### src/core/fsc_defs.vh
// Constants for the fiber and SGMII control register block
`ifndef FSC_DEFS_VH
`define FSC_DEFS_VH

// Byte addresses on the register bus
`define FSC_ADDR_W 12
`define FSC_OFF_PIN_MUX 12'h1E0
`define FSC_OFF_LINK_LOSS 12'h1EC
`define FSC_OFF_CTRL 12'hC00
`define FSC_OFF_IRQ_STATUS 12'hD00
`define FSC_OFF_IRQ_MASK 12'hD04

// Reset values
`define FSC_RST_PIN_MUX 16'h417A
`define FSC_RST_LINK_LOSS 16'h1FFD
`define FSC_RST_CTRL 16'h1140
`define FSC_RST_IRQ_MASK 3'h0

// Control register bit positions
`define FSC_B_SOFT_RST 15
`define FSC_B_LOOPBACK 14
`define FSC_B_SPEED_LO 13
`define FSC_B_ANEG_EN 12
`define FSC_B_PWRDN 11
`define FSC_B_ISOLATE 10
`define FSC_B_ANEG_RESTART 9
`define FSC_B_DUPLEX 8
`define FSC_B_COL_TEST 7
`define FSC_B_SPEED_HI 6
`define FSC_B_LL_DISABLE 0

// Pin select field and its codes
`define FSC_SEL_HI 3
`define FSC_SEL_LO 0
`define FSC_SEL_CLK_OUT 4'h0
`define FSC_SEL_INT 4'h2
`define FSC_SEL_LINK 4'h3
`define FSC_SEL_TX_SFD 4'h5
`define FSC_SEL_RX_DELIM 4'h6
`define FSC_SEL_WOL 4'h7
`define FSC_SEL_ENERGY 4'h8
`define FSC_SEL_PSEUDO_RANDOM_PATTERN 4'h9
`define FSC_SEL_LED2 4'hA
`define FSC_SEL_LED_GPO 4'hB
`define FSC_SEL_CRS 4'hC
`define FSC_SEL_COL 4'hD
`define FSC_SEL_ZERO 4'hE
`define FSC_SEL_ONE 4'hF

// Interrupt status bits
`define FSC_IRQ_W 3
`define FSC_EV_RST_DONE 0
`define FSC_EV_AN_RESTART 1
`define FSC_EV_COL_TEST 2

// AXI responses
`define FSC_RESP_OKAY 2'h0
`define FSC_RESP_SLVERR 2'h2

// Timing: fiber soft reset duration and strap settle time
`define FSC_CLK_PERIOD_NS 50
`define FSC_FIBER_RST_NS 1000
`define FSC_FIBER_RST_CYC ((`FSC_FIBER_RST_NS + `FSC_CLK_PERIOD_NS - 1) / `FSC_CLK_PERIOD_NS)
`define FSC_RST_CNT_W 5
`define FSC_STRAP_SETTLE 3'h4

`endif

### src/core/fsc_control_regs.v
// Fiber and SGMII control register bank with pin function multiplexer
//
// Notes on behaviour
// - Low pin select codes 0-7 route pin, except reserved 1 and 4 (drive low)
// - Codes 8-D route extra sources, E and F drive 0 and 1; reset A
// - Delimiter enable forces receive delimiter onto pin
// - Link-loss bit 0: zero enables, resets one
// - Fiber space at C00 shared by modes
// - Bit 15 resets fiber logic, self-clears
// - Bit 14 enables MAC-side loopback
// - Speed code from bits 13 and 6
// - Bit 12 enables autoneg, strap preset
// - Bit 11 powers down, holds logic reset
// - Bit 10 isolates MAC, except SGMII-to-RGMII bridge
// - Bit 9 restarts autoneg, except SGMII-to-RGMII bridge, self-clears
// - Bit 8 forces duplex in MII-FX only
// - Bit 7 asserts collision on transmit enable
// - Speed bits 13 and 6 rule SGMII without autoneg
`timescale 1ns/1ps
`include "fsc_defs.vh"

module fsc_control_regs (
	// Clock and reset
	input wire i_ref_clk,
	input wire i_rst,
	// AXI4-Lite write address and data
	input wire i_s_axi_awvalid,
	output wire o_s_axi_awready,
	input wire [`FSC_ADDR_W-1:0] i_s_axi_awaddr,
	input wire [2:0] i_s_axi_awprot,
	input wire i_s_axi_wvalid,
	output wire o_s_axi_wready,
	input wire [31:0] i_s_axi_wdata,
	input wire [3:0] i_s_axi_wstrb,
	// AXI4-Lite write response
	output wire o_s_axi_bvalid,
	input wire i_s_axi_bready,
	output wire [1:0] o_s_axi_bresp,
	// AXI4-Lite read
	input wire i_s_axi_arvalid,
	output wire o_s_axi_arready,
	input wire [`FSC_ADDR_W-1:0] i_s_axi_araddr,
	input wire [2:0] i_s_axi_arprot,
	output wire o_s_axi_rvalid,
	input wire i_s_axi_rready,
	output wire [31:0] o_s_axi_rdata,
	output wire [1:0] o_s_axi_rresp,
	// Strap pins
	input wire [1:0] i_strap_speed,
	input wire i_strap_aneg,
	// Operating mode from the mode decode logic
	input wire i_mode_sgmii_to_rgmii_bridge,
	input wire i_mode_mii_fx,
	// Pin multiplexer sources
	input wire i_clk_out_src,
	input wire i_int_src,
	input wire i_link_status,
	input wire i_tx_sfd_pulse,
	input wire i_receive_delimiter_pulse,
	input wire i_wol_ind,
	input wire i_energy_detect,
	input wire i_pseudo_random_pattern_error,
	input wire i_led_two,
	input wire i_led_general_output,
	input wire i_mii_crs,
	input wire i_mii_col,
	input wire i_sfd_enable,
	// Transmit enable for the collision test
	input wire i_tx_en,
	// Multiplexed pin
	output wire o_mux_pin,
	// Fiber path controls
	output wire o_fiber_reset,
	output wire o_mac_loopback,
	output wire [1:0] o_speed_code,
	output wire o_sgmii_forced_speed_valid,
	output wire o_autoneg_enable,
	output wire o_autoneg_restart,
	output wire o_sgmii_power_down,
	output wire o_mac_isolate,
	output wire o_forced_duplex_valid,
	output wire o_forced_duplex_full,
	output wire o_collision_test,
	output wire o_link_loss_enable,
	// Interrupt
	output wire o_irq
);

	// ==========================================================
	// Registers
	// ==========================================================
	reg aw_hold_reg, w_hold_reg, bvalid_reg, rvalid_reg;
	reg [`FSC_ADDR_W-1:0] aw_addr_reg;
	reg [1:0] w_strb_reg, bresp_reg, rresp_reg;
	reg [15:0] w_data_reg, rdata_reg, pin_mux_reg, link_loss_reg, ctrl_reg, ctrl_next;
	reg [`FSC_IRQ_W-1:0] irq_status_reg, irq_status_next, irq_mask_reg;
	reg [`FSC_RST_CNT_W-1:0] rst_cnt_reg;
	reg an_restart_reg, col_test_reg, col_prev_reg, mux_pin_reg, mux_pin_next;
	reg [2:0] strap_s1_reg, strap_s2_reg, strap_s3_reg, strap_cnt_reg;
	reg strap_done_reg;

	wire do_write, do_read, wr_ctrl, rd_status, rst_done, strap_load, col_now;
	wire [`FSC_IRQ_W-1:0] events;

	// Byte-lane merge for the 16-bit registers in the low half word
	function [15:0] fsc_merge;
		input [15:0] old_val;
		input [15:0] new_val;
		input [1:0] strb;
		begin
			fsc_merge[7:0] = strb[0] ? new_val[7:0] : old_val[7:0];
			fsc_merge[15:8] = strb[1] ? new_val[15:8] : old_val[15:8];
		end
	endfunction

	// ==========================================================
	// AXI4-Lite slave
	// ==========================================================
	// Address and data are held independently; the write runs once both are in
	assign o_s_axi_awready = ~aw_hold_reg & ~bvalid_reg;
	assign o_s_axi_wready = ~w_hold_reg & ~bvalid_reg;
	assign o_s_axi_bvalid = bvalid_reg;
	assign o_s_axi_bresp = bresp_reg;
	assign o_s_axi_arready = ~rvalid_reg;
	assign o_s_axi_rvalid = rvalid_reg;
	assign o_s_axi_rdata = {16'h0000, rdata_reg};
	assign o_s_axi_rresp = rresp_reg;
	assign do_write = aw_hold_reg & w_hold_reg & ~bvalid_reg;
	assign do_read = i_s_axi_arvalid & ~rvalid_reg;
	assign wr_ctrl = do_write & (aw_addr_reg == `FSC_OFF_CTRL);
	assign rd_status = do_read & (i_s_axi_araddr == `FSC_OFF_IRQ_STATUS);

	// Write channel capture and response
	always @(posedge i_ref_clk or posedge i_rst) begin
		if (i_rst) begin
			aw_hold_reg <= 1'b0;
			aw_addr_reg <= {`FSC_ADDR_W{1'b0}};
			w_hold_reg <= 1'b0;
			w_data_reg <= 16'h0000;
			w_strb_reg <= 2'h0;
			bvalid_reg <= 1'b0;
			bresp_reg <= `FSC_RESP_OKAY;
		end else begin
			if (i_s_axi_awvalid && o_s_axi_awready) begin
				aw_hold_reg <= 1'b1;
				aw_addr_reg <= i_s_axi_awaddr;
			end
			if (i_s_axi_wvalid && o_s_axi_wready) begin
				w_hold_reg <= 1'b1;
				w_data_reg <= i_s_axi_wdata[15:0];
				w_strb_reg <= i_s_axi_wstrb[1:0];
			end
			if (do_write) begin
				aw_hold_reg <= 1'b0;
				w_hold_reg <= 1'b0;
				bvalid_reg <= 1'b1;
				case (aw_addr_reg)
					`FSC_OFF_PIN_MUX, `FSC_OFF_LINK_LOSS, `FSC_OFF_CTRL,
					`FSC_OFF_IRQ_STATUS, `FSC_OFF_IRQ_MASK: bresp_reg <= `FSC_RESP_OKAY;
					default: bresp_reg <= `FSC_RESP_SLVERR;
				endcase
			end else if (bvalid_reg && i_s_axi_bready) begin
				bvalid_reg <= 1'b0;
			end
		end
	end

	// Read channel: data registered one cycle after the address is taken
	always @(posedge i_ref_clk or posedge i_rst) begin
		if (i_rst) begin
			rvalid_reg <= 1'b0;
			rdata_reg <= 16'h0000;
			rresp_reg <= `FSC_RESP_OKAY;
		end else if (do_read) begin
			rvalid_reg <= 1'b1;
			rresp_reg <= `FSC_RESP_OKAY;
			case (i_s_axi_araddr)
				`FSC_OFF_PIN_MUX: rdata_reg <= pin_mux_reg;
				`FSC_OFF_LINK_LOSS: rdata_reg <= link_loss_reg;
				`FSC_OFF_CTRL: rdata_reg <= ctrl_reg;
				`FSC_OFF_IRQ_STATUS: rdata_reg <= {13'h0000, irq_status_reg};
				`FSC_OFF_IRQ_MASK: rdata_reg <= {13'h0000, irq_mask_reg};
				default: begin
					rdata_reg <= 16'h0000;
					rresp_reg <= `FSC_RESP_SLVERR;
				end
			endcase
		end else if (rvalid_reg && i_s_axi_rready) begin
			rvalid_reg <= 1'b0;
		end
	end

	// ==========================================================
	// Strap capture
	// ==========================================================
	// Three-stage sync; loaded once when the last two stages agree after settling
	always @(posedge i_ref_clk or posedge i_rst) begin
		if (i_rst) begin
			strap_s1_reg <= 3'h0;
			strap_s2_reg <= 3'h0;
			strap_s3_reg <= 3'h0;
			strap_cnt_reg <= 3'h0;
			strap_done_reg <= 1'b0;
		end else begin
			strap_s1_reg <= {i_strap_aneg, i_strap_speed};
			strap_s2_reg <= strap_s1_reg;
			strap_s3_reg <= strap_s2_reg;
			if (strap_cnt_reg != `FSC_STRAP_SETTLE)
				strap_cnt_reg <= strap_cnt_reg + 3'h1;
			if (strap_load)
				strap_done_reg <= 1'b1;
		end
	end

	assign strap_load = ~strap_done_reg & (strap_cnt_reg == `FSC_STRAP_SETTLE) & (strap_s2_reg == strap_s3_reg);

	// ==========================================================
	// Configuration registers
	// ==========================================================
	// Pin mux, link-loss and mask are plain read/write words
	always @(posedge i_ref_clk or posedge i_rst) begin
		if (i_rst) begin
			pin_mux_reg <= `FSC_RST_PIN_MUX;
			link_loss_reg <= `FSC_RST_LINK_LOSS;
			irq_mask_reg <= `FSC_RST_IRQ_MASK;
		end else if (do_write) begin
			if (aw_addr_reg == `FSC_OFF_PIN_MUX)
				pin_mux_reg <= fsc_merge(pin_mux_reg, w_data_reg, w_strb_reg);
			if (aw_addr_reg == `FSC_OFF_LINK_LOSS)
				link_loss_reg <= fsc_merge(link_loss_reg, w_data_reg, w_strb_reg);
			if ((aw_addr_reg == `FSC_OFF_IRQ_MASK) && w_strb_reg[0])
				irq_mask_reg <= w_data_reg[`FSC_IRQ_W-1:0];
		end
	end

	// Control word; self-clearing bits are owned by the reset counter and restart pulse
	always @* begin
		ctrl_next = ctrl_reg;
		if (strap_load) begin
			ctrl_next[`FSC_B_SPEED_LO] = strap_s3_reg[0];
			ctrl_next[`FSC_B_SPEED_HI] = strap_s3_reg[1];
			ctrl_next[`FSC_B_ANEG_EN] = strap_s3_reg[2];
		end
		if (wr_ctrl) begin
			ctrl_next = fsc_merge(ctrl_reg, w_data_reg, w_strb_reg);
			// A written 0 cannot cut a running reset short
			ctrl_next[`FSC_B_SOFT_RST] = ctrl_reg[`FSC_B_SOFT_RST] |
				(w_strb_reg[1] & w_data_reg[`FSC_B_SOFT_RST]);
			ctrl_next[`FSC_B_ANEG_RESTART] = w_strb_reg[1] & w_data_reg[`FSC_B_ANEG_RESTART];
		end else begin
			ctrl_next[`FSC_B_ANEG_RESTART] = 1'b0;
		end
		if (rst_done)
			ctrl_next[`FSC_B_SOFT_RST] = 1'b0;
	end

	always @(posedge i_ref_clk or posedge i_rst) begin
		if (i_rst)
			ctrl_reg <= `FSC_RST_CTRL;
		else
			ctrl_reg <= ctrl_next;
	end

	// ==========================================================
	// Fiber soft reset and autoneg restart
	// ==========================================================
	// Counter bounds the reset so the bit always clears on its own
	assign rst_done = ctrl_reg[`FSC_B_SOFT_RST] & (rst_cnt_reg == `FSC_FIBER_RST_CYC - 1);

	always @(posedge i_ref_clk or posedge i_rst) begin
		if (i_rst) begin
			rst_cnt_reg <= {`FSC_RST_CNT_W{1'b0}};
			an_restart_reg <= 1'b0;
		end else begin
			if (!ctrl_reg[`FSC_B_SOFT_RST] || rst_done)
				rst_cnt_reg <= {`FSC_RST_CNT_W{1'b0}};
			else
				rst_cnt_reg <= rst_cnt_reg + {{(`FSC_RST_CNT_W-1){1'b0}}, 1'b1};
			an_restart_reg <= ctrl_reg[`FSC_B_ANEG_RESTART] & ~i_mode_sgmii_to_rgmii_bridge;
		end
	end

	// ==========================================================
	// Collision test and pin multiplexer
	// ==========================================================
	// Collision follows transmit enable one cycle later, registered for clean output
	assign col_now = ctrl_reg[`FSC_B_COL_TEST] & i_tx_en;

	always @* begin
		case (pin_mux_reg[`FSC_SEL_HI:`FSC_SEL_LO])
			`FSC_SEL_CLK_OUT: mux_pin_next = i_clk_out_src;
			`FSC_SEL_INT: mux_pin_next = i_int_src;
			`FSC_SEL_LINK: mux_pin_next = i_link_status;
			`FSC_SEL_TX_SFD: mux_pin_next = i_tx_sfd_pulse;
			`FSC_SEL_RX_DELIM: mux_pin_next = i_receive_delimiter_pulse;
			`FSC_SEL_WOL: mux_pin_next = i_wol_ind;
			`FSC_SEL_ENERGY: mux_pin_next = i_energy_detect;
			`FSC_SEL_PSEUDO_RANDOM_PATTERN: mux_pin_next = i_pseudo_random_pattern_error;
			`FSC_SEL_LED2: mux_pin_next = i_led_two;
			`FSC_SEL_LED_GPO: mux_pin_next = i_led_general_output;
			`FSC_SEL_CRS: mux_pin_next = i_mii_crs;
			`FSC_SEL_COL: mux_pin_next = i_mii_col;
			`FSC_SEL_ZERO: mux_pin_next = 1'b0;
			`FSC_SEL_ONE: mux_pin_next = 1'b1;
			default: mux_pin_next = 1'b0; // Reserved codes drive low
		endcase
		if (i_sfd_enable)
			mux_pin_next = i_receive_delimiter_pulse;
	end

	always @(posedge i_ref_clk or posedge i_rst) begin
		if (i_rst) begin
			mux_pin_reg <= 1'b0;
			col_test_reg <= 1'b0;
			col_prev_reg <= 1'b0;
		end else begin
			mux_pin_reg <= mux_pin_next;
			col_test_reg <= col_now;
			col_prev_reg <= col_test_reg;
		end
	end

	// ==========================================================
	// Interrupts
	// ==========================================================
	// Read clears; a new event in the same cycle wins over the clear
	assign events = {col_test_reg & ~col_prev_reg, an_restart_reg, rst_done};

	always @* begin
		irq_status_next = irq_status_reg;
		if (rd_status)
			irq_status_next = {`FSC_IRQ_W{1'b0}};
		irq_status_next = irq_status_next | events;
	end

	always @(posedge i_ref_clk or posedge i_rst) begin
		if (i_rst)
			irq_status_reg <= {`FSC_IRQ_W{1'b0}};
		else
			irq_status_reg <= irq_status_next;
	end

	assign o_irq = |(irq_status_reg & irq_mask_reg);

	// ==========================================================
	// Outputs
	// ==========================================================
	assign o_mux_pin = mux_pin_reg;
	assign o_fiber_reset = ctrl_reg[`FSC_B_SOFT_RST] | ctrl_reg[`FSC_B_PWRDN];
	assign o_mac_loopback = ctrl_reg[`FSC_B_LOOPBACK];
	assign o_speed_code = {ctrl_reg[`FSC_B_SPEED_HI], ctrl_reg[`FSC_B_SPEED_LO]};
	assign o_sgmii_forced_speed_valid = ~ctrl_reg[`FSC_B_ANEG_EN];
	assign o_autoneg_enable = ctrl_reg[`FSC_B_ANEG_EN];
	assign o_autoneg_restart = an_restart_reg;
	assign o_sgmii_power_down = ctrl_reg[`FSC_B_PWRDN];
	assign o_mac_isolate = ctrl_reg[`FSC_B_ISOLATE] & ~i_mode_sgmii_to_rgmii_bridge;
	assign o_forced_duplex_valid = i_mode_mii_fx;
	assign o_forced_duplex_full = ctrl_reg[`FSC_B_DUPLEX];
	assign o_collision_test = col_test_reg;
	assign o_link_loss_enable = ~link_loss_reg[`FSC_B_LL_DISABLE];

endmodule

### config.mk
export PLATFORM = sky130hd
export DESIGN_NAME = fsc_control_regs
export DESIGN_NICKNAME = d
export VERILOG_FILES = /design/src/core/fsc_control_regs.v
export VERILOG_INCLUDE_DIRS = /design/src /design/src/core
export SDC_FILE = /design/constraint.sdc
export NUM_CORES = 1
export LEC_CHECK = 0
export BUFFER_PORTS_ARGS = -buffer_cell sky130_fd_sc_hd__buf_2
export CELL_PAD_IN_SITES_DETAIL_PLACEMENT = 0
export CELL_PAD_IN_SITES_GLOBAL_PLACEMENT = 1
export CORE_MARGIN = 1.5
export CORE_UTILIZATION = 41
export CTS_CLUSTER_DIAMETER = 80
export CTS_CLUSTER_SIZE = 14
export DETAILED_ROUTE_END_ITERATION = 7
export PLACE_DENSITY_LB_ADDON = 0.2
export SLEW_MARGIN = 20
export SYNTH_ARGS = -nofsm -noshare
export SYNTH_HDL_FRONTEND = slang
export SYNTH_SLANG_ARGS = --single-unit
### constraint.sdc
create_clock -name i_ref_clk -period 3.95 [get_ports i_ref_clk]
set_clock_uncertainty 0.05 [all_clocks]
set_input_delay 0.1975 -clock i_ref_clk [delete_from_list [all_inputs] [get_ports i_ref_clk]]
set_output_delay 0.1975 -clock i_ref_clk [all_outputs]
set_load 0.02 [all_outputs]
### Yosys cells after proc, flatten, opt, wreduce, memory -nomap -nowiden

Index checks and enable logic that the tools add are counted.

| storage, ports and cells | value |
|---|---|
| register bits | 130 |
| output and inout port bits | 56 |

| cells by class | value |
|---|---|
| add/sub/neg operators | 2 |
| eq/ne operators | 28 |
| muxes and demuxes | 23 |
| bitwise gates (word level) | 29 |
| reduce and logical (&&, ||, !) cells | 26 |

Operators by type and width:

| kind | count |
|---|---|
| 16-bit one-hot mux with 5 select lines | 1 |
| 12-bit == test (second input constant) | 6 |
| 12-bit by 9-bit == test with 1-bit output (second input constant) | 4 |
| 4-bit == test (second input constant) | 7 |
| 7-bit 2-to-1 mux | 3 |
| 1-bit AND | 16 |
| 1-bit one-hot mux with 13 select lines | 1 |
| 4-bit by 3-bit == test with 1-bit output (second input constant) | 3 |
| 1-bit 2-to-1 mux | 12 |
| 3-bit AND reduction | 4 |
| 2-bit nonzero test | 6 |
| 2-bit AND reduction | 5 |
| 5-bit OR reduction | 2 |
| 1-bit inverter | 9 |
| 4-bit by 2-bit == test with 1-bit output (second input constant) | 2 |
| 2-bit 2-to-1 mux | 3 |
| 6-bit 2-to-1 mux | 1 |
| 5-bit by 1-bit adder with 5-bit output (second input constant) | 1 |
| 5-bit == test (second input constant) | 1 |
| 1-bit logical AND | 5 |
| 5-bit 2-to-1 mux | 1 |
| 4-bit zero test | 1 |
| 2-bit != test (second input constant) | 2 |
| 3-bit by 1-bit adder with 3-bit output (second input constant) | 1 |
| 10 further kinds | 11 |

### Logic depth before layout (Yosys ltp)

Gate-level depths: netlist of run 1.

| depth | value |
|---|---|
| depth in word-level cells | 6 |
| gate-level depth with buffers | 7 |
| gate-level depth less buffers | 7 |

### Worst setup path after synthesis of run 1

Ideal clock, no wire load.

| path | value |
|---|---|
| kind | reg-to-reg |
| from | register aw_addr_reg[0] |
| to | register ctrl_reg[6] |
| library setup time | 0.075 ns |
| arrival time | 2.022 ns |
| required time | 3.825 ns |
| slack | 1.803 ns |
| cell stages (with the launch flop) | 6 |
| path buffers | 0 |
| clock period less this slack | 2.147 ns |
| path through | dfrtp_1 or4_4 or4b_4 o31a_1 nor2b_1 nor3_2 |

| between the ends | value |
|---|---|
| cells in the longest elaborated chain, start to end | 4 |
| elaborated cells on any way between the ends | 6 |
| those cells by class | eq/ne (2); mux (1); bitwise (1); reduce/logical (2) |

Ends and longest elaborated chain:

| what | RTL line | RTL |
|---|---|---|
| from (decl) | fsc_control_regs.v:93 | `` reg [`FSC_ADDR_W-1:0] aw_addr_reg; `` |
| from (signal assigned) | fsc_control_regs.v:137 | `` aw_addr_reg <= {`FSC_ADDR_W{1'b0}}; `` |
| from (signal assigned) | fsc_control_regs.v:146 | `aw_addr_reg <= i_s_axi_awaddr;` |
| 12-bit == test * | - |  |
| 1-bit AND * | fsc_control_regs.v:130 | `` assign wr_ctrl = do_write & (aw_addr_reg == `FSC_OFF_CTRL); `` |
| 2-bit != test (no line) or 2-bit nonzero test (tied branches) | - |  |
| 2-bit AND reduction (no line) | - |  |
| to (signal assigned) | fsc_control_regs.v:259 | `` ctrl_reg <= `FSC_RST_CTRL; `` |
| to (signal assigned) | fsc_control_regs.v:261 | `ctrl_reg <= ctrl_next;` |
| to (decl) | fsc_control_regs.v:95 | `reg [15:0] w_data_reg, rdata_reg, pin_mux_reg, link_loss_reg, ctrl_reg, ctrl_next;` |

Mark *: on every way between the ends. The rest lies on a longest branch, timed or not.
A chain may end at the register's enable or synchronous reset.

### Worst setup path after layout of run 1

| path | value |
|---|---|
| from | register aw_addr_reg[0] |
| to | register ctrl_reg[3] |

| between the ends | value |
|---|---|
| cells in the longest elaborated chain, start to end | 3 |

Ends and longest elaborated chain:

| what | RTL line |
|---|---|
| 12-bit == test | - |
| 1-bit AND | fsc_control_regs.v:130 |
| 2-bit AND reduction (no line) | - |

No other way between the ends.

==> flow_summary.html, run 1 <==
<table>
<tr><th>Metric</th><th>Value</th></tr>
<tr><th colspan="2">Timing</th></tr>
<tr><td>Setup TNS</td><td>0 ns</td></tr>
<tr><td>Setup repair after global routing missed its margin</td><td>no</td></tr>
<tr><td>Highest clock frequency the design can meet</td><td>413 MHz</td></tr>
<tr><td>Pins over their slew limit</td><td>0</td></tr>
<tr><td>Minimum clock period</td><td>2.42 ns</td></tr>
<tr><td>Worst max-slew margin expressed relative to the limit</td><td>26.9%</td></tr>
<tr><td>Hold Fails Final Rpt</td><td>0</td></tr>
<tr><td>Final setup viols</td><td>0</td></tr>
<tr><td>Worst setup margin</td><td>1.53 ns</td></tr>
<tr><td>Final Cycle Share</td><td>61.4%</td></tr>
<tr><td>Hold Slack</td><td>0.134 ns</td></tr>
<tr><td>Transition time at the pin with the least slew margin</td><td>1.10 ns</td></tr>
<tr><th colspan="2">Floorplanning</th></tr>
<tr><td>Vertical extent of the die</td><td>121 um</td></tr>
<tr><td>Row cnt</td><td>42</td></tr>
<tr><td>Area of the core</td><td>13,400 um2</td></tr>
<tr><td>Starting density of the core</td><td>42.6%</td></tr>
<tr><td>Die Outline Area</td><td>14,600 um2</td></tr>
<tr><td>I/O pin count</td><td>148</td></tr>
<tr><td>Width of the die</td><td>121 um</td></tr>
<tr><th colspan="2">Final layout</th></tr>
<tr><td>Most common library cell in the layout ignoring fill and taps</td><td>sky130_fd_sc_hd__dfrtp_1</td></tr>
<tr><td>Leading cell types in the layout, fill and taps excluded</td><td>106 x sky130_fd_sc_hd__dfrtp_1, 103 x sky130_fd_sc_hd__buf_2, 69 x sky130_fd_sc_hd__mux2_2</td></tr>
<tr><td>Number of diodes</td><td>0</td></tr>
<tr><td>Fraction of layout cells with a size suffix above 1</td><td>37.9%</td></tr>
<tr><td>Cell area after layout</td><td>7330 um2</td></tr>
<tr><td>Area Overhead vs Synth</td><td>28.5%</td></tr>
<tr><td>Count of filler cells inserted in the layout</td><td>1,181</td></tr>
<tr><td>Number of nets in the layout</td><td>721</td></tr>
<tr><th colspan="2">Power</th></tr>
<tr><td>Relative contribution of sequential cells to total power</td><td>45.5%</td></tr>
<tr><td>Leakage component of the power</td><td>3.47 nW</td></tr>
<tr><td>Power share of the combinational group</td><td>17.2%</td></tr>
<tr><td>Int Pwr</td><td>0.00277 W</td></tr>
<tr><td>Reported net switching power</td><td>0.00107 W</td></tr>
<tr><td>Peak supply drop</td><td>414 uV</td></tr>
<tr><td>Clk pwr share</td><td>37.3%</td></tr>
<tr><td>Power per standard cell area</td><td>525 nW/um2</td></tr>
<tr><td>Switching part of the total</td><td>27.9%</td></tr>
<tr><th colspan="2">Yosys</th></tr>
<tr><td>Average cell area after synthesis</td><td>11.9 um2</td></tr>
<tr><td>Most used flip-flop cell after synthesis</td><td>sky130_fd_sc_hd__dfrtp_1</td></tr>
<tr><td>Number of flip-flops and latches in the synthesized netlist</td><td>128</td></tr>
<tr><td>YS warnings</td><td>0</td></tr>
<tr><td>Share of the synthesized area in the top cell type</td><td>46.5%</td></tr>
<tr><td>Biggest area consumer among synthesized cells</td><td>sky130_fd_sc_hd__dfrtp_1</td></tr>
<tr><td>Post-synth EDFFs</td><td>0</td></tr>
<tr><td>Count of unique library cells instantiated by Yosys</td><td>53</td></tr>
<tr><td>Summed instance area of the synthesized netlist</td><td>5710 um2</td></tr>
<tr><td>Synth area leaders</td><td>sky130_fd_sc_hd__dfrtp_1 46%, sky130_fd_sc_hd__mux2_2 14%, sky130_fd_sc_hd__dfstp_2 10%</td></tr>
<tr><td>Share of the yosys chip area belonging to registers</td><td>56.6%</td></tr>
<tr><td>Proportion of synthesized flip-flops having asynchronous set or reset</td><td>100%</td></tr>
<tr><td>Number of standard cells after synthesis</td><td>478</td></tr>
<tr><th colspan="2">GRT</th></tr>
<tr><td>Maximum number of pins on one net before global-route repair</td><td>82</td></tr>
<tr><td>Initial antenna violation count</td><td>0</td></tr>
<tr><td>Overall Global Routing Usage</td><td>18.7%</td></tr>
<tr><td>Via count of the first global-routing pass</td><td>4,102</td></tr>
<tr><td>Global route total overflow</td><td>0</td></tr>
<tr><td>Wire length of the first global-routing pass</td><td>20,800 um</td></tr>
<tr><th colspan="2">Drt</th></tr>
<tr><td>Initial DRC count</td><td>193</td></tr>
<tr><td>Final routed wirelength across all metal layers</td><td>12,800 um</td></tr>
<tr><td>Detailed-routing iteration count for the pre-antenna-repair pass</td><td>4</td></tr>
<tr><td>Ratio of routed vias to standard cells</td><td>5.05</td></tr>
<tr><td>Post-route DRC violation count</td><td>0</td></tr>
<tr><td>Vias after detailed routing</td><td>4,116</td></tr>
<tr><td>Average wire per standard cell</td><td>15.7 um</td></tr>
<tr><td>Post-DRT Antenna Nets</td><td>0</td></tr>
<tr><th colspan="2">Critical path</th></tr>
<tr><td>Maximum cell stage delay along the critical path</td><td>0.56 ns</td></tr>
<tr><td>Crit path capture type</td><td>register</td></tr>
<tr><td>Slowest library cell on the worst path</td><td>sky130_fd_sc_hd__or4_4</td></tr>
<tr><td>Required time at the endpoint of the critical path</td><td>4.20 ns</td></tr>
<tr><td>Cell-by-cell trace of the critical path</td><td>or4_4 -&gt; nor4b_1 -&gt; nand3_1 -&gt; mux2_2</td></tr>
<tr><td>Startpoint kind of the worst setup timing path</td><td>register</td></tr>
<tr><td>Data arrival time of the worst path</td><td>2.67 ns</td></tr>
<tr><td>Cell family contributing the most delay on the critical path</td><td>simple AND/OR/NAND/NOR gates</td></tr>
<tr><td>Worst path buffer plus inverter count</td><td>0</td></tr>
<tr><td>Classification of the worst setup path</td><td>register to register</td></tr>
<tr><td>Highest net fanout along the worst path</td><td>9</td></tr>
<tr><th colspan="2">Clocking</th></tr>
<tr><td>CTS Buf Count</td><td>17</td></tr>
<tr><td>Sink Count</td><td>128</td></tr>
<tr><td>Clock tree root buffer cell</td><td>sky130_fd_sc_hd__clkbuf_16</td></tr>
<tr><td>Clock H-tree levels</td><td>4</td></tr>
<tr><td>CTS tree</td><td>yes</td></tr>
<tr><td>Number of hold buffers added after cts</td><td>41</td></tr>
<tr><td>Clock transition time at the flip-flop clock pins of the worst setup and hold paths</td><td>0.05 ns</td></tr>
<tr><td>Clock latency of the later-clocked register in the worst-skew pair</td><td>0.41 ns</td></tr>
<tr><td>Gates resized, CTS repair</td><td>0</td></tr>
<tr><td>Post CTS Setup Buffer Count</td><td>0</td></tr>
<tr><td>Worst-case clock buffer depth</td><td>2</td></tr>
<tr><th colspan="2">Place</th></tr>
<tr><td>PortBufs</td><td>103</td></tr>
<tr><td>Gp weighted congestion</td><td>0.773</td></tr>
<tr><td>Placement Cell Area</td><td>6350 um2</td></tr>
<tr><td>Estimated wirelength of the detail-placed design</td><td>8500 um</td></tr>
<tr><td>Pre-CTS WS</td><td>1.53 ns</td></tr>
<tr><th colspan="2">Outcome</th></tr>
<tr><td>Outcome</td><td>completed</td></tr>
<tr><th colspan="2">Job</th></tr>
<tr><td>MaxCap Viol Count</td><td>0</td></tr>
<tr><th colspan="2">Hold path</th></tr>
<tr><td>Class of the tightest hold or removal check</td><td>input port to register</td></tr>
</table>
path summary, 6_finish.rpt:
check | startpoint | endpoint | slack, ns | cells after the start
max | aw_addr_reg[0] | ctrl_reg[3] | 1.53 | 4
min | i_s_axi_araddr[8] | rdata_reg[14] | 0.13 | 4
max reg2reg | aw_addr_reg[0] | ctrl_reg[3] | 1.53 | 4
min reg2reg | strap_s1_reg[2] | strap_s2_reg[2] | 0.30 | 0
max in group asynchronous | i_rst | link_loss_reg[11] | 2.37 | 4
min in group asynchronous | i_rst | strap_cnt_reg[2] | 0.50 | 3
worst min-delay path, stage by stage:
cell                      delay, ns
sky130_fd_sc_hd__buf_2         0.11
sky130_fd_sc_hd__nor4b_4       0.09
sky130_fd_sc_hd__nand3_1       0.09
sky130_fd_sc_hd__nand3_1       0.07
routing by layer:
metal / vias to the layer above / global-route usage, % / share of wire (%)
met4: 0 / 7.94 / 1.7
met1: 2032 / 24.6 / 47
met3: 17 / 4.37 / 5.1
met2: 105 / 29.8 / 46
li1: 1962 / - / -
met5: - / 0 / 0
power by group through the flow:
stage	sequential, W	clock, W	combinational, W
after global routing	0.00179	0.00153	0.000723
final	0.00175	0.00143	0.000662
after detailed placement	0.00177	0	0.000639
after floorplan	0.00172	0	0.000487
after global placement	0.00176	0	0.000622
after CTS	0.00175	0.00147	0.000671
metrics by stage:
stage          power [W]  util [%]  instances
2_1_floorplan    0.00221         -        495
3_3_place_gp     0.00238      47.4        740
3_5_place_dp     0.00241      47.4        740
4_1_cts          0.00389      54.5        813
5_1_grt          0.00404      54.7        815
6_report         0.00385      54.7        815
cell usage after synthesis (3+ instances only):
master and count:
sky130_fd_sc_hd__dfrtp_1 106, sky130_fd_sc_hd__ha_1 3, sky130_fd_sc_hd__a21oi_1 10, sky130_fd_sc_hd__buf_4 21
sky130_fd_sc_hd__a22o_1 15, sky130_fd_sc_hd__nor4b_1 3, sky130_fd_sc_hd__nor3_2 4, sky130_fd_sc_hd__mux2i_1 5
sky130_fd_sc_hd__xor2_1 5, sky130_fd_sc_hd__nand3_1 14, sky130_fd_sc_hd__or2_2 3, sky130_fd_sc_hd__clkbuf_1 14
sky130_fd_sc_hd__nor4bb_1 3, sky130_fd_sc_hd__a22oi_1 7, sky130_fd_sc_hd__nand4b_1 3, sky130_fd_sc_hd__nor4_1 4
sky130_fd_sc_hd__dfstp_2 22, sky130_fd_sc_hd__a32oi_1 9, sky130_fd_sc_hd__o21ai_0 13, sky130_fd_sc_hd__nor2_1 26
sky130_fd_sc_hd__nand4_1 3, sky130_fd_sc_hd__nor2b_1 6, sky130_fd_sc_hd__and2_1 4, sky130_fd_sc_hd__inv_1 14
sky130_fd_sc_hd__mux2_2 69, sky130_fd_sc_hd__nand2_1 57, sky130_fd_sc_hd__nand2b_1 3
final cells by class:
class                      count  area, um2  share of cell area, %
sequential                   128       3230                   44.1
multi-input combinational    315       2300                   31.3
timing repair buffer         150        981                   13.4
clock buffer                  25        485                   6.62
tap                          176        220                   3.00
clock inverter                 7       60.1                  0.819
inverter                      14       55.1                  0.751
cell families (layout without fill, tap and decap cells):
kind of cell / count (synthesis) / in the layout / synth area share (%)
adder cells (fa/ha/maj): 3 / 3 / 0.658
multiplexers: 75 / 75 / 14.9
AND/OR/NAND/NOR: 145 / 145 / 13.4
AO/OA/AOI/OAI: 67 / 67 / 8.47
flip-flops: 128 / 128 / 56.6
XOR/XNOR: 7 / 7 / 1.07
other: 1 / 18 / 0.0657
buffers and inverters: 52 / 196 / 4.85
Note: power is estimated with default switching activity, not from simulation.
==> run 2, diff against run 1 <==
clock period = 2.5 ns   (was 3.95 ns; I/O delays follow)
==> run 2 against run 1 <==
Effect of this change: first-iteration DRC count down 19%; sequential power up 59%; combinational power up 59%; critical path depth up 1; final cell count up 0.86%; maximum frequency up 7.0%; power up 57%; wire length down 0.14%; count of clock-buffer cells in the layout up 5; flip-flop and latch count unchanged; highest routed layer unchanged.
==> flow_summary.html, run 2 (synthesis gave the netlist of run 1 again) <==
<table>
<tr><th>Metric</th><th>Value</th></tr>
<tr><th colspan="2">Drt</th></tr>
<tr><td>Final routed wirelength across all metal layers</td><td>12,700 um (-0.14%)</td></tr>
<tr><td>Detailed-routing iteration count for the pre-antenna-repair pass</td><td>5 (+1)</td></tr>
<tr><td>Vias after detailed routing</td><td>4,126 (+0.24%)</td></tr>
<tr><td>Post-DRT Antenna Nets</td><td>0 (unchanged)</td></tr>
<tr><td>Initial DRC count</td><td>156 (-19%)</td></tr>
<tr><td>Post-route DRC violation count</td><td>0 (unchanged)</td></tr>
<tr><td>Average wire per standard cell</td><td>15.5 um (-0.99%)</td></tr>
<tr><td>Ratio of routed vias to standard cells</td><td>5.02 (-0.61%)</td></tr>
<tr><th colspan="2">Final layout</th></tr>
<tr><td>Finished Core Util</td><td>55.0% (+0.34 points)</td></tr>
<tr><td>Number of nets in the layout</td><td>729 (+1.1%)</td></tr>
<tr><td>Fraction of layout cells with a size suffix above 1</td><td>37.9% (+0.054 points)</td></tr>
<tr><td>Leading cell types in the layout, fill and taps excluded</td><td>106 x sky130_fd_sc_hd__dfrtp_1, 103 x sky130_fd_sc_hd__buf_2, 69 x sky130_fd_sc_hd__mux2_2</td></tr>
<tr><td>Number of diodes</td><td>0 (unchanged)</td></tr>
<tr><td>Area Overhead vs Synth</td><td>29.3%</td></tr>
<tr><td>Non-filler cells, final</td><td>822 (+0.86%)</td></tr>
<tr><td>Most common library cell in the layout ignoring fill and taps</td><td>sky130_fd_sc_hd__dfrtp_1</td></tr>
<tr><th colspan="2">Timing</th></tr>
<tr><td>Highest clock frequency the design can meet</td><td>441 MHz (+7.0%)</td></tr>
<tr><td>Setup TNS</td><td>0 ns (unchanged)</td></tr>
<tr><td>Hold Fails Final Rpt</td><td>0 (unchanged)</td></tr>
<tr><td>Final setup viols</td><td>0 (unchanged)</td></tr>
<tr><td>Setup repair after global routing missed its margin</td><td>no</td></tr>
<tr><td>Pins over their slew limit</td><td>0 (unchanged)</td></tr>
<tr><td>Minimum clock period</td><td>2.27 ns (-0.158 ns)</td></tr>
<tr><td>Transition time at the pin with the least slew margin</td><td>0.754 ns (-0.343 ns)</td></tr>
<tr><td>Final Cycle Share</td><td>90.6% (+29 points)</td></tr>
<tr><td>Worst max-slew margin expressed relative to the limit</td><td>49.7% (+23 points)</td></tr>
<tr><th colspan="2">Critical path</th></tr>
<tr><td>Required time at the endpoint of the critical path</td><td>2.79 ns (-1.41 ns)</td></tr>
<tr><td>Highest net fanout along the worst path</td><td>6 (-3)</td></tr>
<tr><td>Data arrival time of the worst path</td><td>2.55 ns (-0.12 ns)</td></tr>
<tr><td>Crit path capture type</td><td>register</td></tr>
<tr><td>Startpoint kind of the worst setup timing path</td><td>register</td></tr>
<tr><td>Classification of the worst setup path</td><td>register to register</td></tr>
<tr><th colspan="2">Hold path</th></tr>
<tr><td>Class of the tightest hold or removal check</td><td>input port to register</td></tr>
<tr><th colspan="2">GRT</th></tr>
<tr><td>Wire length of the first global-routing pass</td><td>21,000 um (+0.96%)</td></tr>
<tr><td>Initial antenna violation count</td><td>0 (unchanged)</td></tr>
<tr><td>Via count of the first global-routing pass</td><td>4,116 (+0.34%)</td></tr>
<tr><td>Overall Global Routing Usage</td><td>18.8% (+0.14 points)</td></tr>
<tr><td>Maximum number of pins on one net before global-route repair</td><td>129 (+57%)</td></tr>
<tr><td>Global route total overflow</td><td>0 (unchanged)</td></tr>
<tr><th colspan="2">Floorplanning</th></tr>
<tr><td>Area of the core</td><td>13,400 um2 (unchanged)</td></tr>
<tr><td>Vertical extent of the die</td><td>121 um (unchanged)</td></tr>
<tr><td>Row cnt</td><td>42 (unchanged)</td></tr>
<tr><td>Starting density of the core</td><td>42.6% (unchanged)</td></tr>
<tr><td>Width of the die</td><td>121 um (unchanged)</td></tr>
<tr><td>I/O pin count</td><td>148 (unchanged)</td></tr>
<tr><td>Die Outline Area</td><td>14,600 um2 (unchanged)</td></tr>
<tr><th colspan="2">Place</th></tr>
<tr><td>PortBufs</td><td>103 (unchanged)</td></tr>
<tr><td>Gp weighted congestion</td><td>0.768 (-0.57%)</td></tr>
<tr><td>Estimated wirelength of the detail-placed design</td><td>8520 um (+0.24%)</td></tr>
<tr><td>Dpl cells</td><td>750 (+1.4%)</td></tr>
<tr><th colspan="2">Clocking</th></tr>
<tr><td>Worst-case clock buffer depth</td><td>2 (unchanged)</td></tr>
<tr><td>Clock latency of the later-clocked register in the worst-skew pair</td><td>0.41 ns (about the same)</td></tr>
<tr><td>CTS tree</td><td>yes</td></tr>
<tr><td>Clock transition time at the flip-flop clock pins of the worst setup and hold paths</td><td>0.05 ns (about the same)</td></tr>
<tr><td>Clock H-tree levels</td><td>4 (unchanged)</td></tr>
<tr><td>Sink Count</td><td>128 (unchanged)</td></tr>
<tr><td>Gates resized, CTS repair</td><td>0 (unchanged)</td></tr>
<tr><td>CTS Buf Count</td><td>17 (unchanged)</td></tr>
<tr><td>Clock tree root buffer cell</td><td>sky130_fd_sc_hd__clkbuf_16</td></tr>
<tr><th colspan="2">Job</th></tr>
<tr><td>MaxCap Viol Count</td><td>0 (unchanged)</td></tr>
<tr><th colspan="2">Outcome</th></tr>
<tr><td>Outcome</td><td>completed</td></tr>
<tr><th colspan="2">Power</th></tr>
<tr><td>Power per standard cell area</td><td>817 nW/um2 (+56%)</td></tr>
<tr><td>Leakage component of the power</td><td>3.49 nW (+0.58%)</td></tr>
<tr><td>Peak supply drop</td><td>529 uV (+28%)</td></tr>
</table>
-- run 2: area by class of cell --
class	count	area, um2
Clock buffer	30	524
Fill cell	1178	6030
Tap cell	176	220
Timing Repair Buffer	158	1040
Sequential cell	128	3230
Multi-Input combinational cell	315	2290
Inverter	14	56.3
Clock inverter	1	5.00
-- run 2: worst max-delay path, stage by stage (launching register included) --
cell and delay, ns:
sky130_fd_sc_hd__dfrtp_1 0.38, sky130_fd_sc_hd__or4_4 0.55, sky130_fd_sc_hd__or4b_4 0.55, sky130_fd_sc_hd__o31a_1 0.33, sky130_fd_sc_hd__nor2b_1 0.17, sky130_fd_sc_hd__nor3_2 0.16
-- run 2: path summary, 6_finish.rpt --
| kind | cells after the start | end | startpoint | slack (ns) |
|---|---|---|---|---|
| hold reg to reg | 0 | strap_s2_reg[0] | strap_s1_reg[0] | 0.30 |
| min in group asynchronous | 4 | w_data_reg[14] | i_rst | 0.38 |
| hold / removal | 3 | o_s_axi_rresp[1] | i_s_axi_araddr[0] | 0.17 |
| max in group asynchronous | 4 | rdata_reg[5] | i_rst | 1.47 |
| setup / recovery | 5 | ctrl_reg[6] | aw_addr_reg[0] | 0.23 |
| setup reg to reg | 5 | ctrl_reg[6] | aw_addr_reg[0] | 0.23 |
-- run 2: timing repair --
action	4_1_cts	5_1_grt
hold endpoints to repair	145	0
hold buffers	41	0
buffers inserted	0	0
-- run 2: through the flow --
| step | total power, W | hold slack [ns] | area (um2) | setup WS [ns] |
|---|---|---|---|---|
| after global routing | 0.00637 | 0.169 | 7370 | 0.163 |
| after global placement | 0.00379 | 0.184 | 6430 | 0.258 |
| after detailed placement | 0.00383 | 0.186 | 6430 | 0.232 |
| after floorplan | 0.00349 | 0.106 | 5770 | 0.353 |
| after CTS | 0.00611 | 0.155 | 7370 | 0.224 |
| final | 0.00603 | 0.165 | 7370 | 0.234 |
-- run 2: routing by layer --
metal	wire length [um]	vias up	GRT usage, %
met2	6050	115	30.1
met3	679	15	5.17
met1	5860	2014	25.2
li1	-	1982	-
met5	0	-	0
met4	146	0	5.51
-- run 2: where the power goes --
part	total (W)	leakage, nW	switching (W)	internal [W]
sequential	0.00278	1.60	0.000342	0.00243
combinational	0.00105	1.64	0.000523	0.000525
clock	0.00220	0.259	0.000812	0.00139
total	0.00603	3.49	0.00168	0.00435
==> run 3, diff against run 2 <==
CELL_PAD_IN_SITES_DETAIL_PLACEMENT = unset   (was 0)
CELL_PAD_IN_SITES_GLOBAL_PLACEMENT = unset   (was 1)
CORE_UTILIZATION = 50   (was 41)
GPL_ROUTABILITY_DRIVEN = 0   (was unset)
==> run 3 against run 2 <==
Effect of this change: maximum frequency shrank 0.67%; clock power increased by 12%; critical path type unchanged; critical endpoint unchanged; non-clock buffer count is 1 higher.
==> flow_summary.html, run 3 (synthesis gave the netlist of run 1 again) <==
<table>
<tr><th>Metric</th><th>Value</th></tr>
<tr><th colspan="2">Clocking</th></tr>
<tr><td>Post CTS Setup Buffer Count</td><td>0 (unchanged)</td></tr>
<tr><td>CTS tree</td><td>yes</td></tr>
<tr><td>Clock H-tree levels</td><td>4 (unchanged)</td></tr>
<tr><td>Number of hold buffers added after cts</td><td>41 (unchanged)</td></tr>
<tr><td>Clock latency of the later-clocked register in the worst-skew pair</td><td>0.41 ns (about the same)</td></tr>
<tr><td>CTS Buf Count</td><td>17 (unchanged)</td></tr>
<tr><td>Clock tree root buffer cell</td><td>sky130_fd_sc_hd__clkbuf_16</td></tr>
<tr><td>Sink Count</td><td>128 (unchanged)</td></tr>
<tr><td>Gates resized, CTS repair</td><td>0 (unchanged)</td></tr>
<tr><td>Worst-case clock buffer depth</td><td>2 (unchanged)</td></tr>
<tr><td>Clock transition time at the flip-flop clock pins of the worst setup and hold paths</td><td>0.05 ns (about the same)</td></tr>
<tr><th colspan="2">Floorplanning</th></tr>
<tr><td>I/O pin count</td><td>148 (unchanged)</td></tr>
<tr><td>Row cnt</td><td>38 (-9.5%)</td></tr>
<tr><td>Vertical extent of the die</td><td>110 um (-9.2%)</td></tr>
<tr><td>Area of the core</td><td>11,000 um2 (-18%)</td></tr>
<tr><td>Width of the die</td><td>110 um (-9.2%)</td></tr>
<tr><td>Starting density of the core</td><td>51.9% (+9.4 points)</td></tr>
<tr><td>Die Outline Area</td><td>12,100 um2 (-18%)</td></tr>
<tr><th colspan="2">Timing</th></tr>
<tr><td>Minimum clock period</td><td>2.28 ns (+0.0154 ns)</td></tr>
<tr><td>Final Cycle Share</td><td>91.2% (+0.62 points)</td></tr>
<tr><td>Transition time at the pin with the least slew margin</td><td>0.770 ns (+0.0160 ns)</td></tr>
<tr><td>Hold Fails Final Rpt</td><td>0 (unchanged)</td></tr>
<tr><td>Highest clock frequency the design can meet</td><td>438 MHz (-0.67%)</td></tr>
<tr><td>Worst max-slew margin expressed relative to the limit</td><td>48.7% (-1.1 points)</td></tr>
<tr><td>Final setup viols</td><td>0 (unchanged)</td></tr>
<tr><td>Setup repair after global routing missed its margin</td><td>no</td></tr>
<tr><td>Pins over their slew limit</td><td>0 (unchanged)</td></tr>
<tr><td>Setup TNS</td><td>0 ns (unchanged)</td></tr>
<tr><th colspan="2">Drt</th></tr>
<tr><td>Post-DRT Antenna Nets</td><td>0 (unchanged)</td></tr>
<tr><td>Ratio of routed vias to standard cells</td><td>5.34 (+6.4%)</td></tr>
<tr><td>Vias after detailed routing</td><td>4,210 (+2.0%)</td></tr>
<tr><td>Initial DRC count</td><td>265 (+70%)</td></tr>
<tr><td>Final routed wirelength across all metal layers</td><td>12,700 um (-0.17%)</td></tr>
<tr><td>Average wire per standard cell</td><td>16.1 um (+4.1%)</td></tr>
<tr><td>Detailed-routing iteration count for the pre-antenna-repair pass</td><td>4 (-1)</td></tr>
<tr><td>Post-route DRC violation count</td><td>0 (unchanged)</td></tr>
<tr><th colspan="2">Critical path</th></tr>
<tr><td>Worst Reg2Reg Path Length in Cells</td><td>5 (unchanged)</td></tr>
<tr><td>Setup crit start</td><td>aw_addr_reg[0]</td></tr>
<tr><td>Required time at the endpoint of the critical path</td><td>2.79 ns (about the same)</td></tr>
<tr><td>Highest net fanout along the worst path</td><td>6 (unchanged)</td></tr>
<tr><td>Maximum cell stage delay along the critical path</td><td>0.56 ns (about the same)</td></tr>
<tr><td>Slowest library cell on the worst path</td><td>sky130_fd_sc_hd__or4_4</td></tr>
<tr><td>Startpoint kind of the worst setup timing path</td><td>register</td></tr>
<tr><td>Worst path buffer plus inverter count</td><td>0 (unchanged)</td></tr>
<tr><td>Crit path capture type</td><td>register</td></tr>
<tr><td>Data arrival time of the worst path</td><td>2.57 ns (+0.02 ns)</td></tr>
<tr><td>Worst r2r dst</td><td>ctrl_reg[6]</td></tr>
<tr><td>Setup crit end</td><td>ctrl_reg[6]</td></tr>
<tr><td>Cell family contributing the most delay on the critical path</td><td>simple AND/OR/NAND/NOR gates</td></tr>
<tr><td>Classification of the worst setup path</td><td>register to register</td></tr>
<tr><td>Number of logic stages on the critical path including buffering</td><td>5 (unchanged)</td></tr>
<tr><td>Worst reg-to-reg setup slack</td><td>0.22 ns (-0.02 ns)</td></tr>
<tr><td>Origin of the critical flop-to-flop path</td><td>aw_addr_reg[0]</td></tr>
<tr><td>Cell-by-cell trace of the critical path</td><td>or4_4 -&gt; or4b_4 -&gt; o31a_1 -&gt; nor2b_1 -&gt; nor3_2</td></tr>
<tr><th colspan="2">GRT</th></tr>
<tr><td>Overall Global Routing Usage</td><td>22.7% (+3.8 points)</td></tr>
<tr><td>Maximum number of pins on one net before global-route repair</td><td>62 (-52%)</td></tr>
<tr><td>Via count of the first global-routing pass</td><td>4,201 (+2.1%)</td></tr>
<tr><td>Global route total overflow</td><td>0 (unchanged)</td></tr>
<tr><td>Initial antenna violation count</td><td>0 (unchanged)</td></tr>
<tr><td>Wire length of the first global-routing pass</td><td>20,500 um (-2.6%)</td></tr>
<tr><th colspan="2">Power</th></tr>
<tr><td>Clk pwr share</td><td>39.1% (+2.5 points)</td></tr>
<tr><td>Relative contribution of sequential cells to total power</td><td>44.0% (-2.1 points)</td></tr>
<tr><td>Switching part of the total</td><td>27.8% (-0.057 points)</td></tr>
<tr><td>Leakage component of the power</td><td>3.53 nW (+0.97%)</td></tr>
<tr><td>Int Pwr</td><td>0.00455 W (+4.7%)</td></tr>
<tr><td>Reported net switching power</td><td>0.00175 W (+4.4%)</td></tr>
<tr><td>Power share of the combinational group</td><td>17.0% (-0.4 points)</td></tr>
<tr><td>Power per standard cell area</td><td>850 nW/um2 (+4.1%)</td></tr>
<tr><td>Peak supply drop</td><td>798 uV (+51%)</td></tr>
<tr><th colspan="2">Place</th></tr>
<tr><td>Placement Cell Area</td><td>6400 um2 (-0.58%)</td></tr>
<tr><td>Estimated wirelength of the detail-placed design</td><td>8390 um (-1.6%)</td></tr>
<tr><td>PortBufs</td><td>103 (unchanged)</td></tr>
<tr><th colspan="2">Final layout</th></tr>
<tr><td>Most common library cell in the layout ignoring fill and taps</td><td>sky130_fd_sc_hd__dfrtp_1</td></tr>
<tr><td>Cell area after layout</td><td>7410 um2 (+0.49%)</td></tr>
<tr><td>Leading cell types in the layout, fill and taps excluded</td><td>106 x sky130_fd_sc_hd__dfrtp_1, 103 x sky130_fd_sc_hd__buf_2, 69 x sky130_fd_sc_hd__mux2_2</td></tr>
<tr><td>Fraction of layout cells with a size suffix above 1</td><td>39.2% (+1.3 points)</td></tr>
<tr><td>Finished Core Util</td><td>67.5% (+12 points)</td></tr>
<tr><td>Number of nets in the layout</td><td>730 (+0.14%)</td></tr>
<tr><td>Area Overhead vs Synth</td><td>29.9%</td></tr>
<tr><td>Number of diodes</td><td>0 (unchanged)</td></tr>
<tr><th colspan="2">Job</th></tr>
<tr><td>MaxCap Viol Count</td><td>0 (unchanged)</td></tr>
<tr><th colspan="2">Outcome</th></tr>
<tr><td>Outcome</td><td>completed</td></tr>
<tr><th colspan="2">Hold path</th></tr>
<tr><td>Class of the tightest hold or removal check</td><td>input port to register</td></tr>
</table>
==> run 3: cell count changes in the layout (fill, tap and decap cells not counted) <==
cell                         change
sky130_fd_sc_hd__clkbuf_1        -7
sky130_fd_sc_hd__buf_4           +1
sky130_fd_sc_hd__bufinv_16       +2
sky130_fd_sc_hd__clkinvlp_4      +4
sky130_fd_sc_hd__clkinv_2        +2
==> run 3: per-stage QoR <==
step                      instances  hold slack (ns)  worst slack (ns)  total power [W]
after floorplan                 495            0.106             0.353          0.00349
after global placement          715           0.0665             0.267          0.00377
after detailed placement        715           0.0701             0.229          0.00382
after CTS                       788            0.165             0.218          0.00635
after global routing            788            0.186             0.147          0.00660
final                           788            0.171             0.219          0.00630
==> run 3: power by group through the flow <==
stage          Sequential [W]  Combinational, W  Clock [W]
6_report              0.00277           0.00107    0.00246
5_1_grt               0.00283           0.00118    0.00259
4_1_cts               0.00277           0.00108    0.00250
3_5_place_dp          0.00280           0.00102          0
3_3_place_gp          0.00278          0.000987          0
2_1_floorplan         0.00272          0.000769          0
==> run 3: worst min path at each step <==
stage                                  from  slack, ns  cells past startpoint               end
after floorplan            i_strap_speed[0]       0.11                      0   strap_s1_reg[0]
after detailed placement              i_rst       0.07                      2      rdata_reg[9]
final                     i_s_axi_araddr[1]       0.17                      3  o_s_axi_rresp[1]
after global routing      i_s_axi_araddr[1]       0.19                      3  o_s_axi_rresp[1]
after global placement                i_rst       0.07                      2      rdata_reg[9]
after CTS                 i_s_axi_araddr[1]       0.16                      3  o_s_axi_rresp[1]
==> run 3: layout make-up <==
class | instances | area [um2]
fillers | 819 | 3570
inverters | 14 | 56.3
clock buffers | 23 | 498
flip-flops and latches | 128 | 3230
well taps | 140 | 175
repair buffers | 159 | 1050
multi-input cells | 315 | 2290
clock inverters | 9 | 105
==> run 3: worst register-to-register path, delay by kind of cell (launching register included) <==
kind               cells  cell delay, ns
DFF                    1            0.40
AOI/OAI and AO/OA      1            0.33
and+or+nand+nor        4            1.43
==> run 3: layer usage <==
| layer | global-route usage (%) | up-vias | wire length (um) |
|---|---|---|---|
| li1 | - | 1981 | - |
| met1 | 29.5 | 2084 | 5620 |
| met2 | 36.8 | 130 | 6140 |
| met3 | 6.16 | 15 | 793 |
| met4 | 7.51 | 0 | 163 |
| met5 | 0 | - | 0 |
